--- src/rtl/rtf_map.svh ---
// offsets, field positions and reset values of the test register file
// assumes byte offsets are formed as the word index times four
`ifndef RTF_MAP_SVH
`define RTF_MAP_SVH

// channel count of the striping array
`define RTF_CHANNELS 2

// write-only parameter registers (byte offsets)
`define RTF_OFS_START_LO 17'h00000
`define RTF_OFS_START_HI 17'h00004
`define RTF_OFS_COUNT_LO 17'h00008
`define RTF_OFS_COUNT_HI 17'h0000C
`define RTF_OFS_COMMAND 17'h00010
`define RTF_OFS_PATTERN 17'h00014
`define RTF_OFS_TIMEOUT 17'h00020

// read-only status registers (byte offsets)
`define RTF_OFS_STATE 17'h00100
`define RTF_OFS_CAP_LO 17'h00104
`define RTF_OFS_CAP_HI 17'h00108
`define RTF_OFS_ERR0 17'h00110
`define RTF_OFS_ERR1 17'h00114
`define RTF_OFS_LINK0 17'h00120
`define RTF_OFS_LINK1 17'h00124
`define RTF_OFS_COMP0 17'h00130
`define RTF_OFS_COMP1 17'h00134
`define RTF_OFS_CAPW0 17'h00140
`define RTF_OFS_CAPW1 17'h00144
`define RTF_OFS_DBG0 17'h00150
`define RTF_OFS_DBG1 17'h00154

// area decode: (address & mask) == base
`define RTF_MASK_256 17'h1FF00
`define RTF_MASK_4K 17'h1F000
`define RTF_MASK_32K 17'h18000
`define RTF_BASE_CMD 17'h00000
`define RTF_BASE_STAT 17'h00100
`define RTF_BASE_CSUB 17'h00400
`define RTF_BASE_CCOMP 17'h00500
`define RTF_BASE_TEST 17'h01000
`define RTF_BASE_IDENT 17'h10000
`define RTF_BASE_CDATA 17'h18000

// field positions
`define RTF_HI_W 16
`define RTF_CODE_W 3
`define RTF_ST_BUSY 0
`define RTF_ST_ERROR 1
`define RTF_ST_VFAIL 2
`define RTF_CAP_MODE 31
`define RTF_LNK_UP 0
`define RTF_LNK_SPD 2
`define RTF_LNK_WIDTH 4
`define RTF_LNK_LTSSM 8
`define RTF_LNK_SPD_MSB 16
`define RTF_COMP_IO 16

// command codes
`define RTF_CMD_IDENTIFY 3'h0
`define RTF_CMD_SHUTDOWN 3'h1
`define RTF_CMD_WRITE 3'h2
`define RTF_CMD_READ 3'h3
`define RTF_CMD_SMART 3'h4
`define RTF_CMD_RSVD5 3'h5
`define RTF_CMD_FLUSH 3'h6
`define RTF_CMD_RSVD7 3'h7

// test pattern codes
`define RTF_PAT_INC 3'h0
`define RTF_PAT_DEC 3'h1
`define RTF_PAT_ZERO 3'h2
`define RTF_PAT_ONE 3'h3
`define RTF_PAT_LFSR 3'h4

// reset and idle values
`define RTF_ZERO_WORD 32'h00000000

`endif

--- src/rtl/rtf_pkg.sv ---
// types shared by the test register file and its read path
// assumes rtf_map.svh is on the include path
package rtf_pkg;
`include "rtf_map.svh"

	// read return source chosen by the upper index bits
	typedef enum logic [2:0] {
		RTF_AREA_NONE = 3'b000,
		RTF_AREA_STAT = 3'b001,
		RTF_AREA_CCOMP = 3'b010,
		RTF_AREA_TEST = 3'b011,
		RTF_AREA_IDENT = 3'b100,
		RTF_AREA_CDATA = 3'b101
	} rtf_area_t;

	// command codes toward the striping core
	typedef enum logic [2:0] {
		RTF_CMD_IDENTIFY_C = `RTF_CMD_IDENTIFY,
		RTF_CMD_SHUTDOWN_C = `RTF_CMD_SHUTDOWN,
		RTF_CMD_WRITE_C = `RTF_CMD_WRITE,
		RTF_CMD_READ_C = `RTF_CMD_READ,
		RTF_CMD_SMART_C = `RTF_CMD_SMART,
		RTF_CMD_RSVD5_C = `RTF_CMD_RSVD5,
		RTF_CMD_FLUSH_C = `RTF_CMD_FLUSH,
		RTF_CMD_RSVD7_C = `RTF_CMD_RSVD7
	} rtf_cmd_t;

	// data patterns of the tester
	typedef enum logic [2:0] {
		RTF_PAT_INC_C = `RTF_PAT_INC,
		RTF_PAT_DEC_C = `RTF_PAT_DEC,
		RTF_PAT_ZERO_C = `RTF_PAT_ZERO,
		RTF_PAT_ONE_C = `RTF_PAT_ONE,
		RTF_PAT_LFSR_C = `RTF_PAT_LFSR
	} rtf_pattern_t;

	// whole state of the register file
	typedef struct packed {
		logic [31:0] start_lo;
		logic [15:0] start_hi;
		logic [31:0] count_lo;
		logic [15:0] count_hi;
		rtf_cmd_t cmd;
		logic cmd_req;
		rtf_pattern_t pattern;
		logic [31:0] timeout;
		logic [12:0] buf_index;
		logic [31:0] buf_word;
		logic csub_wr;
		logic cdata_wr;
		logic rd_req;
		rtf_area_t rd_area;
		logic [31:0] rd_local;
	} rtf_top_state_t;

	// whole state of the read path
	typedef struct packed {
		logic req;
		rtf_area_t area;
		logic [31:0] local_word;
		logic valid;
		logic [31:0] word;
	} rtf_rd_state_t;

endpackage

--- src/rtl/rtf_rd_if.sv ---
// read request and return between the register file and its read path
// assumes both ends run on the same clock
`timescale 1ns/1ps
interface rtf_rd_if;
	import rtf_pkg::*;

	// first pipeline stage, from the register file
	logic req;
	rtf_area_t area;
	logic [31:0] local_word;
	// submodule words answering the lower index bits
	logic [31:0] ccomp_word;
	logic [31:0] test_word;
	logic [31:0] ident_word;
	logic [31:0] cdata_word;
	// final return
	logic valid;
	logic [31:0] word;

	modport front (
		output req, area, local_word, ccomp_word, test_word, ident_word, cdata_word,
		input valid, word
	);
	modport back (
		input req, area, local_word, ccomp_word, test_word, ident_word, cdata_word,
		output valid, word
	);
endinterface

--- src/rtl/rtf_read_path.sv ---
// second and third read stages: final multiplexer and return flag
// assumes submodule words are valid two edges after the request edge
`timescale 1ns/1ps
`include "rtf_map.svh"
module rtf_read_path (
	// clock and reset
	input wire logic sys_clk_in,
	input wire logic rst_in,
	// stage one in, return out
	rtf_rd_if.back rd
);
	import rtf_pkg::*;

	rtf_rd_state_t state;
	rtf_rd_state_t next_state;

	// stage two holds the source, stage three picks the word
	always_comb
	begin
		next_state = state;
		next_state.req = rd.req;
		next_state.area = rd.area;
		next_state.local_word = rd.local_word;
		next_state.valid = state.req;
		if (state.req)
		begin
			case (state.area)
				RTF_AREA_STAT: next_state.word = state.local_word;
				RTF_AREA_CCOMP: next_state.word = rd.ccomp_word;
				RTF_AREA_TEST: next_state.word = rd.test_word;
				RTF_AREA_IDENT: next_state.word = rd.ident_word;
				RTF_AREA_CDATA: next_state.word = rd.cdata_word;
				default: next_state.word = `RTF_ZERO_WORD;
			endcase
		end
	end

	// state register
	always_ff @(posedge sys_clk_in or posedge rst_in)
	begin
		if (rst_in)
			state <= '0;
		else
			state <= next_state;
	end

	assign rd.valid = state.valid;
	assign rd.word = state.word;
endmodule

--- src/rtl/rtf_register_file.sv ---
// register file, address decoder and read multiplexer of the striping test system
// assumes a word-indexed register port in the same clock domain as the striping core
`timescale 1ns/1ps
`include "rtf_map.svh"

// Operation
// - offsets 0x00000-0x000FF hold write-only command and parameter registers
// - offsets 0x00400-0x004FF are write-only custom command parameters
// - offsets 0x00100-0x001FF read back striping core status
// - offsets 0x00500-0x005FF read custom command completion status
// - offsets 0x01000-0x01FFF read pattern tester status
// - offsets 0x10000-0x17FFF read the identify buffer
// - offsets 0x18000-0x1FFFF write and read the custom data buffer
// - upper index bits choose unit and return source, lower bits go to submodules
// - every write updates the full word, byte lane mask ignored
// - read returns after three cycles, flag is request through three flops
// - start sector is 48 bits from low word and high bits 15:0
// - sector count is 48 bits from low word and high bits 15:0
// - command codes: identify, shutdown, write, read, smart/erase, flush, two reserved
// - writing the command register also pulses a command request
// - pattern select picks increment, decrement, zeros, ones or LFSR data
// - one timeout word drives both channels
// - status bits: busy 0, error 1, verify failure 2
// - capacity low word, high bits 15:0, addressing flag bit 31
// - channel error codes at 0x110 and 0x114
// - link word: linkup, speed 3:2 plus bit 16, width 6:4, state 13:8
// - completion word: admin code low half, io code high half
// - capability words at 0x140/0x144, debug words at 0x150/0x154
module rtf_register_file (
	// clock and reset
	input wire logic sys_clk_in,
	input wire logic rst_in,
	// register port
	input wire logic [14:0] register_index_in,
	input wire logic write_strobe_in,
	input wire logic [31:0] write_word_in,
	input wire logic [3:0] byte_lane_mask_in,
	input wire logic read_request_pulse_in,
	output logic read_return_flag_out,
	output logic [31:0] read_return_word_out,
	// striping core and tester parameters
	output logic [47:0] start_sector_out,
	output logic [47:0] sector_count_out,
	output rtf_pkg::rtf_cmd_t host_command_code_out,
	output logic command_request_out,
	output rtf_pkg::rtf_pattern_t pattern_select_out,
	output logic [31:0] command_timeout_value_out,
	// queue and buffer access
	output logic [12:0] buffer_index_out,
	output logic [31:0] buffer_word_out,
	output logic custom_submission_write_out,
	output logic custom_data_write_out,
	input wire logic [31:0] custom_completion_word_in,
	input wire logic [31:0] tester_status_word_in,
	input wire logic [31:0] identify_word_in,
	input wire logic [31:0] custom_data_word_in,
	// array status
	input wire logic array_busy_flag_in,
	input wire logic array_error_flag_in,
	input wire logic verify_fail_in,
	input wire logic [47:0] total_capacity_in,
	input wire logic capacity_addressing_flag_in,
	// per-channel status
	input wire logic [1:0][31:0] channel_error_code_in,
	input wire logic [1:0] linkup_in,
	input wire logic [1:0][2:0] link_speed_in,
	input wire logic [1:0][2:0] link_width_in,
	input wire logic [1:0][5:0] ltssm_state_in,
	input wire logic [1:0][15:0] admin_completion_code_in,
	input wire logic [1:0][15:0] io_completion_code_in,
	input wire logic [1:0][31:0] controller_capability_word_in,
	input wire logic [1:0][31:0] channel_debug_word_in
);
	import rtf_pkg::*;

	rtf_top_state_t state;
	rtf_top_state_t next_state;
	logic [16:0] byte_addr;
	logic [1:0][31:0] link_word;
	logic [1:0][31:0] comp_word;
	logic [31:0] status_word;
	logic [31:0] state_word;
	logic [31:0] cap_hi_word;
	rtf_area_t read_area;
	logic in_cmd_area;
	logic in_csub_area;
	logic in_cdata_area;

	rtf_rd_if rd_bus ();

	// map a byte address to its read source
	function automatic rtf_area_t area_of(input logic [16:0] a);
		rtf_area_t r;
		r = RTF_AREA_NONE;
		if ((a & `RTF_MASK_256) == `RTF_BASE_STAT)
			r = RTF_AREA_STAT;
		else if ((a & `RTF_MASK_256) == `RTF_BASE_CCOMP)
			r = RTF_AREA_CCOMP;
		else if ((a & `RTF_MASK_4K) == `RTF_BASE_TEST)
			r = RTF_AREA_TEST;
		else if ((a & `RTF_MASK_32K) == `RTF_BASE_IDENT)
			r = RTF_AREA_IDENT;
		else if ((a & `RTF_MASK_32K) == `RTF_BASE_CDATA)
			r = RTF_AREA_CDATA;
		return r;
	endfunction

	// word index to byte address
	assign byte_addr = {register_index_in, 2'h0};

	// write-side area decode
	// upper bits select unit
	assign in_cmd_area = (byte_addr & `RTF_MASK_256) == `RTF_BASE_CMD;
	assign in_csub_area = (byte_addr & `RTF_MASK_256) == `RTF_BASE_CSUB;
	assign in_cdata_area = (byte_addr & `RTF_MASK_32K) == `RTF_BASE_CDATA;
	assign read_area = area_of(byte_addr);

	// per-channel link and completion words
	for (genvar ch = 0; ch < `RTF_CHANNELS; ch++)
	begin : g_chan
		always_comb
		begin
			link_word[ch] = `RTF_ZERO_WORD;
			link_word[ch][`RTF_LNK_UP] = linkup_in[ch];
			link_word[ch][`RTF_LNK_SPD +: 2] = link_speed_in[ch][1:0];
			link_word[ch][`RTF_LNK_WIDTH +: 3] = link_width_in[ch];
			link_word[ch][`RTF_LNK_LTSSM +: 6] = ltssm_state_in[ch];
			link_word[ch][`RTF_LNK_SPD_MSB] = link_speed_in[ch][2];
		end
		always_comb
		begin
			comp_word[ch] = `RTF_ZERO_WORD;
			comp_word[ch][0 +: `RTF_HI_W] = admin_completion_code_in[ch];
			comp_word[ch][`RTF_COMP_IO +: `RTF_HI_W] = io_completion_code_in[ch];
		end
	end

	// array status and capacity high words
	always_comb
	begin
		state_word = `RTF_ZERO_WORD;
		cap_hi_word = `RTF_ZERO_WORD;
		state_word[`RTF_ST_BUSY] = array_busy_flag_in;
		state_word[`RTF_ST_ERROR] = array_error_flag_in;
		state_word[`RTF_ST_VFAIL] = verify_fail_in;
		cap_hi_word[0 +: `RTF_HI_W] = total_capacity_in[47:32];
		cap_hi_word[`RTF_CAP_MODE] = capacity_addressing_flag_in;
	end

	// first-level mux over the core status area
	always_comb
	begin
		case (byte_addr)
			`RTF_OFS_STATE: status_word = state_word;
			`RTF_OFS_CAP_LO: status_word = total_capacity_in[31:0];
			`RTF_OFS_CAP_HI: status_word = cap_hi_word;
			`RTF_OFS_ERR0: status_word = channel_error_code_in[0];
			`RTF_OFS_ERR1: status_word = channel_error_code_in[1];
			`RTF_OFS_LINK0: status_word = link_word[0];
			`RTF_OFS_LINK1: status_word = link_word[1];
			`RTF_OFS_COMP0: status_word = comp_word[0];
			`RTF_OFS_COMP1: status_word = comp_word[1];
			`RTF_OFS_CAPW0: status_word = controller_capability_word_in[0];
			`RTF_OFS_CAPW1: status_word = controller_capability_word_in[1];
			`RTF_OFS_DBG0: status_word = channel_debug_word_in[0];
			`RTF_OFS_DBG1: status_word = channel_debug_word_in[1];
			// holes in the area read zero
			default: status_word = `RTF_ZERO_WORD;
		endcase
	end

	// next state: parameter writes, strobes and first read stage
	always_comb
	begin
		next_state = state;
		next_state.cmd_req = 1'b0;
		next_state.csub_wr = 1'b0;
		next_state.cdata_wr = 1'b0;
		if (write_strobe_in)
		begin
			next_state.buf_word = write_word_in;
			next_state.buf_index = register_index_in[12:0];
			if (in_cmd_area)
			begin
				case (byte_addr)
					`RTF_OFS_START_LO: next_state.start_lo = write_word_in;
					`RTF_OFS_START_HI: next_state.start_hi = write_word_in[`RTF_HI_W-1:0];
					`RTF_OFS_COUNT_LO: next_state.count_lo = write_word_in;
					`RTF_OFS_COUNT_HI: next_state.count_hi = write_word_in[`RTF_HI_W-1:0];
					`RTF_OFS_COMMAND:
					begin
						next_state.cmd = rtf_cmd_t'(write_word_in[`RTF_CODE_W-1:0]);
						next_state.cmd_req = 1'b1;
					end
					`RTF_OFS_PATTERN: next_state.pattern = rtf_pattern_t'(write_word_in[`RTF_CODE_W-1:0]);
					`RTF_OFS_TIMEOUT: next_state.timeout = write_word_in;
					default: next_state.timeout = state.timeout;
				endcase
			end
			next_state.csub_wr = in_csub_area;
			next_state.cdata_wr = in_cdata_area;
		end
		next_state.rd_req = read_request_pulse_in;
		if (read_request_pulse_in)
		begin
			next_state.buf_index = register_index_in[12:0];
			next_state.rd_area = read_area;
			next_state.rd_local = status_word;
		end
	end

	// state register
	always_ff @(posedge sys_clk_in or posedge rst_in)
	begin
		if (rst_in)
			state <= '0;
		else
			state <= next_state;
	end

	// stage one toward the read path
	assign rd_bus.req = state.rd_req;
	assign rd_bus.area = state.rd_area;
	assign rd_bus.local_word = state.rd_local;
	assign rd_bus.ccomp_word = custom_completion_word_in;
	assign rd_bus.test_word = tester_status_word_in;
	assign rd_bus.ident_word = identify_word_in;
	assign rd_bus.cdata_word = custom_data_word_in;

	// stages two and three
	rtf_read_path u_read_path (
		.sys_clk_in(sys_clk_in),
		.rst_in(rst_in),
		.rd(rd_bus.back)
	);

	// outputs, all from flops
	assign read_return_flag_out = rd_bus.valid;
	assign read_return_word_out = rd_bus.word;
	assign start_sector_out = {state.start_hi, state.start_lo};
	assign sector_count_out = {state.count_hi, state.count_lo};
	assign host_command_code_out = state.cmd;
	assign command_request_out = state.cmd_req;
	assign pattern_select_out = state.pattern;
	assign command_timeout_value_out = state.timeout;
	assign buffer_index_out = state.buf_index;
	assign buffer_word_out = state.buf_word;
	assign custom_submission_write_out = state.csub_wr;
	assign custom_data_write_out = state.cdata_wr;
endmodule

--- config.mk ---
export PLATFORM = sky130hd
export DESIGN_NAME = rtf_register_file
export DESIGN_NICKNAME = d
export VERILOG_FILES = /design/src/rtl/rtf_pkg.sv /design/src/rtl/rtf_rd_if.sv /design/src/rtl/rtf_read_path.sv /design/src/rtl/rtf_register_file.sv
export VERILOG_INCLUDE_DIRS = /design/src /design/src/rtl
export SDC_FILE = /design/constraint.sdc
export NUM_CORES = 1
export LEC_CHECK = 0
export BUFFER_PORTS_ARGS = -buffer_cell sky130_fd_sc_hd__buf_2
export CORE_AREA = 2 2 283 285
export DETAILED_ROUTE_END_ITERATION = 10
export DIE_AREA = 0 0 285 287
export HOLD_SLACK_MARGIN = 0.08
export PLACE_DENSITY = 0.35
export REMOVE_ABC_BUFFERS = 1
export SLEW_MARGIN = 15
export SYNTH_ARGS = -nofsm -noshare
export SYNTH_HDL_FRONTEND = slang
export SYNTH_SLANG_ARGS = --single-unit
--- constraint.sdc ---
create_clock -name sys_clk_in -period 25.4 [get_ports sys_clk_in]
set_input_delay 3.81 -clock sys_clk_in [delete_from_list [all_inputs] [get_ports sys_clk_in]]
set_output_delay 3.81 -clock sys_clk_in [all_outputs]
set_load 0.03 [all_outputs]
# Yosys cells after proc, flatten, opt, wreduce, memory -nomap -nowiden
# Cells that the tools add are included.
# Widths: inputs -> output; s select.
[totals]
ff_bits = 287
in_bits = 517
out_inout_bits = 215
elab_cells = 73
[classes]
n_eq_ne = 30
n_mux = 13
reduce_logical = 10
[op_table]
columns = ["cell", "n"]
rows = [
  ["$pmux 32 s13", 1],
  ["$eq 15x7->1 const B", 13],
  ["$pmux 32 s5", 1],
  ["$mux 83", 1],
  ["$mux 36", 1],
  ["$logic_not 17->1", 2],
  ["$mux 32", 1],
  ["$eq 15x2->1 const B", 2],
  ["$eq 15x3->1 const B", 2],
  ["$reduce_and 3->1", 7],
  ["$eq 9x3->1 const B", 2],
  ["$mux 3", 6],
  ["$eq 15x1->1 const B", 1],
  ["$eq 15x4->1 const B", 1],
  ["$mux 13", 1],
  ["$eq 9x1->1 const B", 1],
  ["$eq 3x2->1 const B", 2],
  ["$eq 3x3->1 const B", 2],
  ["$eq 5x1->1 const B", 1],
  ["$eq 2x2->1 const B", 2],
  ["$eq 3x1->1 const B", 1],
  ["$reduce_bool 2->1", 1],
  ["$mux 1", 1],
]

# Logic depth before layout (Yosys ltp)
# Gate-level depths: netlist of run 1.
[logic_depth]
ltp_word = 6
mapped_depth = 9
mapped_depth_nobuf = 5

# Modules after synthesis
# From an unflattened synthesis of run 1, not the netlist that was laid out.
[unflattened]
hier_cells = 1183
area_unflattened_um2 = 14721.6
[modules_own_cells]
columns = ["mod", "n_inst", "cells_each", "area_per_inst_um2"]
rows = [
  ["rtf_register_file", 1, 890, 10974.3],
  ["rtf_read_path", 1, 293, 3747.3],
]

# Worst setup path before layout of run 1
# OpenSTA, ideal clock, no wires.
[synth_path]
path_type = "input to register"
startpoint = "in register_index_in[11]"
endpoint = "reg state (netlist bit sector_count_out[32])"
arrival_time_ps = 5702
required_ps = 25275
slack_ps = 19573
path_stages = 7
path_cell_list = "or4_4 > nor2_8 > nand3_4 > or4_4 > buf_6 > buf_6 > mux2_4"
[synth_between]
elab_chain_len = 2
[synth_lines]
columns = ["element", "line", "text"]
rows = [
  ["start: declaration", "rtf_register_file.sv:34", "input wire logic [14:0] register_index_in,"],
  ["$eq 15x2->1 or $logic_not 17->1 (tied branches)", "-", ""],
  ["$reduce_and 3->1 (no line) *", "-", ""],
  ["end signal: assignment", "rtf_register_file.sv:218", "state <= next_state;"],
  ["end: declaration", "rtf_register_file.sv:76", "rtf_top_state_t state;"],
]
# Every way passes the cells marked *; elsewhere a longest branch is shown, timed or not.
# A chain may end at the register's enable or synchronous reset.

==> results of run 1 <==
worst max-delay path: stages:
cell,delay (ns)
buf_2,0.09
buf_4,0.35
clkinv_1,0.72
nor4_1,1.03
and2_1,0.89
o22a_1,0.28
cell families (layout without fill, tap and decap cells):
family | count (synthesis) | after routing
mux | 215 | 215
flops | 287 | 287
compound gates | 300 | 300
simple gates | 178 | 178
other cells | 0 | 9
buf+inv | 154 | 865
sequential cells by signal (all words and copies together) (netlist names):
register,flops
pattern_select_out,3
rd_bus.req,1
command_request_out,1
buffer_word_out,32
buffer_index_out,13
u_read_path.state,35
rd_bus.local_word,32
custom_data_write_out,1
host_command_code_out,3
rd_bus.area,3
start_sector_out,48
custom_submission_write_out,1
u_read_path.next_state,1
u_read_path.rd.valid,1
command_timeout_value_out,32
u_read_path.rd.word,32
sector_count_out,48
metrics by stage:
step           hold WS (ns)  instances
2_1_floorplan         0.331       1017
4_1_cts               0.355       2895
3_3_place_gp          0.333       2832
5_1_grt               0.370       2900
3_5_place_dp          0.339       2832
6_report              0.351       2904
layout make-up:
cell class                 count  area [sq um]
fill                        8554         58800
sequential                   287          7180
multi-input combinational    693          6070
timing repair buffer         765          3940
tap                         1050          1310
clock buffer                  55          1080
inverter                      37           146
clock inverter                 8           100
antenna                        9          22.5
final timing paths:
path / from / endpoint / slack (ns) / depth (start not counted)
worst min register to register: rd_bus.req$_DFF_PP0_ / u_read_path.next_state[32]$_DFF_PP0_ / 0.35 / 0
worst max register to register: u_read_path.state[65]$_DFF_PP0_ / u_read_path.rd.word[6]$_DFFE_PP0P_ / 23.27 / 7
min in group asynchronous: rst_in / start_sector_out[7]$_DFFE_PP0P_ / 3.31 / 2
worst min-delay path: rd_bus.req$_DFF_PP0_ / u_read_path.next_state[32]$_DFF_PP0_ / 0.35 / 0
worst max-delay path: read_request_pulse_in / rd_bus.local_word[6]$_DFFE_PP0P_ / 18.65 / 6
max in group asynchronous: rst_in / sector_count_out[7]$_DFFE_PP0P_ / 20.60 / 3
metal layers:
metal | share of wire [%] | vias up
met5 | 0.070 | -
met4 | 2.7 | 10
met3 | 8.5 | 128
met2 | 49 | 649
met1 | 40 | 6542
li1 | - | 5745
power groups by stage:
| stage | clock network [mW] | registers, mW | logic, mW |
|---|---|---|---|
| finish | 0.520 | 0.479 | 0.158 |
| global route | 0.562 | 0.480 | 0.171 |
| CTS | 0.542 | 0.479 | 0.161 |
| detailed placement | 0 | 0.487 | 0.160 |
| global placement | 0 | 0.486 | 0.159 |
| floorplan | 0 | 0.516 | 0.0404 |
layout by cell type (no fill, tap or decap), types with 10 or more instances in the layout:
cell       synthesis  final
a22oi_1          105    105
o2bb2ai_1         15     15
and4_1            15     15
dfrtp_1          287    286
buf_4             41     37
nor2b_1           18     18
buf_2             28    727
nand3_1           25     25
clkbuf_16          0     37
o22ai_1           34     34
mux2i_1           37     37
mux2_4            10     10
a21oi_1           21     21
nor4_4            16     21
o22a_1            13     13
nand2_1           43     43
o21ai_0           35     35
mux2_2           168    168
a221oi_1          32     32
inv_1             36     35
a222oi_1          30     30
==> out/metrics.cfg, run 1 <==
[floorplanning]
die-area_sq_mm = 0.0818
rows = 103
io_pins = 732
die_width_um = 285
die_y_um = 287
start_util_pct = 17.8
core_area_sq_mm = 0.0786

[global_routing]
grt_pass1_wl_um = 104000
met1_usage_pct = 20.9
grt_busiest_layer = met2
grt_max_degree = 154
grt_pass1_vias = 14200
grt.overflow.total = 0
grt_use_met3_pct = 5.36
antenna_found_initial = 30
use_met2_pct = 30.4
grt_use_total_pct = 17.5

[yosys]
synth_top_area_cell = dfrtp_1
synth_area_sq_mm = 0.0140
async_reset_ff_share_pct = 100
synthXorXnorAreaFrac_pct = 0
ys.warnings.count = 0
synth_edf_count = 0
postSynthCellCount = 1134
synth.most_common_cell = dfrtp_1
synth_top_area_share_pct = 51.3
synth-simple-area-share_pct = 9.57
synth-seq-area-share_pct = 51.3
synthMuxAreaShare_pct = 17.2
syn_avg_cell_area_sq_um = 12.3
synth_fa_ha_area_share_pct = 0
synth_area_leaders = dfrtp_1 (51%), mux2_2 (14%), a22oi_1 (5.6%)
synth_top_family_by_area = multiplexers
synth_seq_cells = 287
synth-compound-area-share_pct = 16.0
synth.distinct_cells = 53
synth_common_cells = dfrtp_1 (287), mux2_2 (168), a22oi_1 (105), nand2_1 (43), buf_4 (41)
synthFlopType = dfrtp_1

[layout]
nets = 2338
design_area_sq_mm = 0.0199
synthToLayoutAreaGrowth_pct = 41.9
utilization_pct = 25.3
drive_gt1_share_pct = 56.1

[timing]
max_freq_ghz = 0.148
period_needed_ns = 6.75
rsz0062_at_grt = no
tns_ns = 0
clock-skew-final_ns = 0.0162
hold_violations = 0
period_share_pct = 26.6
finalSetupViolations = 0
setup_ws_ns = 18.65
slew_violations = 0
tightest_slew_ns = 1.02
slew_headroom_pct = 31.7

[critical_path]
critPathRequiredTime_ns = 25.86
critPathArrivalTime_ns = 7.21
cp-end-kind = register
crit_fanout = 23
start_kind = input pin
critPathKind = input pin to register

[power]
p_comb_share_pct = 13.6
switchingPower_mw = 0.312
p_leak_nw = 10.1
clockPowerShare_pct = 45.0
swShare_pct = 27.0
ir_drop_mv = 0.0361
seqPwrFrac_pct = 41.4
powerDensity_mw_per_mm2 = 58.2
intPower_mw = 0.844
power_mw = 1.16

[run]
max_cap_violations = 0

[cts]
path_clk_slew_ns = 0.06
clk_latency_ns = 0.54
cts_sinks = 287
clockBufferDepth = 3
clock-root-buffer = clkbuf_16
cts_buffers = 37
cts_tree = done
cts_setup_buffers = 0
ctsResizeCount = 0
cts_hold_buf = 0
h-tree-depth = 2

[route]
drt-pass1-iter-count = 6
via_per_inst = 4.50
ant_nets = 0
drt_iter0_markers = 928
num_vias = 13100
drc = 0
wl_per_cell_um = 25.5
drt_wl_total_um = 74100

[worst_hold_path]
min_path_type = register to register

[placed_design]
hpwl_um = 55900
place.gp.congestion = 0.959
place_area_sq_mm = 0.0187
pre_cts_ws_ns = 17.97
io_buffers = 727

[run_status]
status = complete, no violations

Note: power is estimated with default switching activity, not from simulation.
==> inputs of run 2 (changes only) <==
- ABC_AREA: not set -> 1
- CORE_AREA: 2 2 283 285 -> 2 2 289 291
- DIE_AREA: 0 0 285 287 -> 0 0 291 293
- PLACE_DENSITY: 0.35 -> 0.36
- clock period: 25.4 -> 5.6 ns (I/O delays scaled with it)
==> run 2 against run 1 <==
Effect of this change: wire length increased by 8.3%; synthesized cell count is 84% higher; sequential power grew to 4.5 times the previous value.
==> out/metrics.cfg, run 2 <==
[run_status]
status = complete, no violations

[floorplanning]
core_area_sq_mm = 0.0818
start_util_pct = 18.7
die_y_um = 293
die_width_um = 291
rows = 105
die-area_sq_mm = 0.0853
io_pins = 732

[route]
drt_iter0_markers = 982
drt-pass1-iter-count = 6
num_vias = 16200
wl_per_cell_um = 20.9
via_per_inst = 4.22
ant_nets = 0
drc = 0
drt_wl_total_um = 80300

[yosys]
synth_area_leaders = dfrtp_1 (47%), nand2_1 (14%), nand3_1 (10%)
synth.most_common_cell = nand2_1
ys.warnings.count = 0
synth_top_area_cell = dfrtp_1
synth_area_sq_mm = 0.0153
syn_avg_cell_area_sq_um = 7.31
synth_edf_count = 0
synth-seq-area-share_pct = 47.0
synth_common_cells = nand2_1 (581), nand3_1 (304), dfrtp_1 (287), inv_1 (262), nor2_1 (179)
synth_seq_cells = 287
synthFlopType = dfrtp_1
synth_top_area_share_pct = 47.0
async_reset_ff_share_pct = 100
postSynthCellCount = 2089
synth.distinct_cells = 32

[timing]
period_needed_ns = 3.21
slew_violations = 0
max_freq_ghz = 0.312
period_share_pct = 57.3
hold_violations = 0
tightest_slew_ns = 1.12
slew_headroom_pct = 25.5
setup_ws_ns = 2.39
finalSetupViolations = 0
clock-skew-final_ns = 0.0178
tns_ns = 0
rsz0062_at_grt = no

[critical_path]
crit_fanout = 167
start_kind = input pin
ff2ff_setup_slack_ns = 3.13
cp_slowest_cell = buf_4
critPathRequiredTime_ns = 6.08
critPathArrivalTime_ns = 3.69
r2r_start = u_read_path.state[66]$_DFF_PP0_
r2r_cells = 6
reg2reg_to = u_read_path.rd.word[6]$_DFFE_PP0P_
cp_common_cell = nand2_1
critPathKind = input pin to register
path_cells = buf_2 -> nor2_1 -> nand2_1 -> nor2_4 -> buf_12 -> buf_4 -> nand3_1 -> nand2_1 -> nor2_1 -> nand3_1 -> nand2_1 -> nand2_1
critPathLaunch = register_index_in[12]
cp-end-kind = register
crit_end = rd_bus.local_word[21]$_DFFE_PP0P_
critPathMaxStageDelay_ns = 0.77

[power]
p_leak_nw = 12.7
ir_drop_mv = 0.206
power_mw = 5.35
powerDensity_mw_per_mm2 = 254

[layout]
layout_common_cells = buf_2 (727), nand2_1 (580), nand3_1 (303)
design_area_sq_mm = 0.0211
filler_cell_count = 9224
synthToLayoutAreaGrowth_pct = 37.9
drive_gt1_share_pct = 31.1
layout_commonest_cell = buf_2
utilization_pct = 25.7
nets = 3249

[global_routing]
grt_max_degree = 168
antenna_found_initial = 18
grt_pass1_wl_um = 115000
grt_use_total_pct = 18.3
grt_pass1_vias = 16600
grt.overflow.total = 0

[cts]
clk_latency_ns = 0.55
clock-root-buffer = clkbuf_16
clockBufferDepth = 3
path_clk_slew_ns = 0.06
cts_hold_buf = 0
cts_tree = done
ctsResizeCount = 0
cts_setup_buffers = 0
h-tree-depth = 2
cts_buffers = 37
cts_sinks = 287

[placed_design]
io_buffers = 727
place.gp.congestion = 0.937
pre_cts_ws_ns = 1.90
hpwl_um = 61900
place_area_sq_mm = 0.0197

[worst_hold_path]
min_path_type = register to register
hold_path_depth = 0

[run]
max_cap_violations = 0

run 2: logic make-up (layout without fill, tap and decap cells):
group	after synthesis	in the layout	share of synthesized area [%]
multiplexers	21	21	1.42
buffers and inverters	424	1096	12.1
other	0	13	0
AO/OA/AOI/OAI	243	243	8.62
flip-flops	287	287	47.0
AND/OR/NAND/NOR	1114	1114	30.9
run 2: critical path: cells and delay by family:
family / cells / cell delay [ns]
buffers and inverters: 3 / 1.27
and+or+nand+nor: 9 / 1.17
run 2: layer usage:
metal / part of all wire [%] / GRT usage (%) / wire length [um]
met4: 3.3 / 6.62 / 2650
met3: 6.0 / 4.15 / 4850
met1: 43 / 23.4 / 34800
met5: 0.014 / 0 / 11
met2: 47 / 30.3 / 38000
run 2: area by class of cell:
cell class	count	area [sq um]	share of cell area [%]
flip-flops and latches	287	7180	34.1
multi-input cells	1378	6300	29.9
repair buffers	757	3890	18.5
well taps	1070	1340	6.36
clock buffers	52	1100	5.24
inverters	271	1020	4.87
clock inverters	16	196	0.933
diodes	13	32.5	0.154
run 2: how the worst min path moves through the flow:
stage | start | endpoint | slack, ns
after floorplan | rd_bus.req$_DFF_PP0_ | u_read_path.next_state[32]$_DFF_PP0_ | 0.33
after global placement | rd_bus.req$_DFF_PP0_ | u_read_path.next_state[32]$_DFF_PP0_ | 0.33
after detailed placement | rd_bus.req$_DFF_PP0_ | u_read_path.next_state[32]$_DFF_PP0_ | 0.34
after CTS | rd_bus.req$_DFF_PP0_ | u_read_path.next_state[32]$_DFF_PP0_ | 0.35
after global routing | rd_bus.req$_DFF_PP0_ | u_read_path.next_state[32]$_DFF_PP0_ | 0.36
final | rd_bus.req$_DFF_PP0_ | u_read_path.next_state[32]$_DFF_PP0_ | 0.35
run 2: power by group:
group / switching, mW / total [mW] / internal (mW)
Sequential: 0.0308 / 2.17 / 2.13
Combinational: 0.417 / 0.636 / 0.219
Clock: 1.02 / 2.55 / 1.53
Total: 1.47 / 5.35 / 3.88
run 2: metrics by stage:
step                      hold slack [ns]  std cells
after detailed placement            0.336       3763
after global placement              0.332       3763
after global routing                0.362       3844
after floorplan                     0.331       1936
after CTS                           0.349       3831
final                               0.348       3844
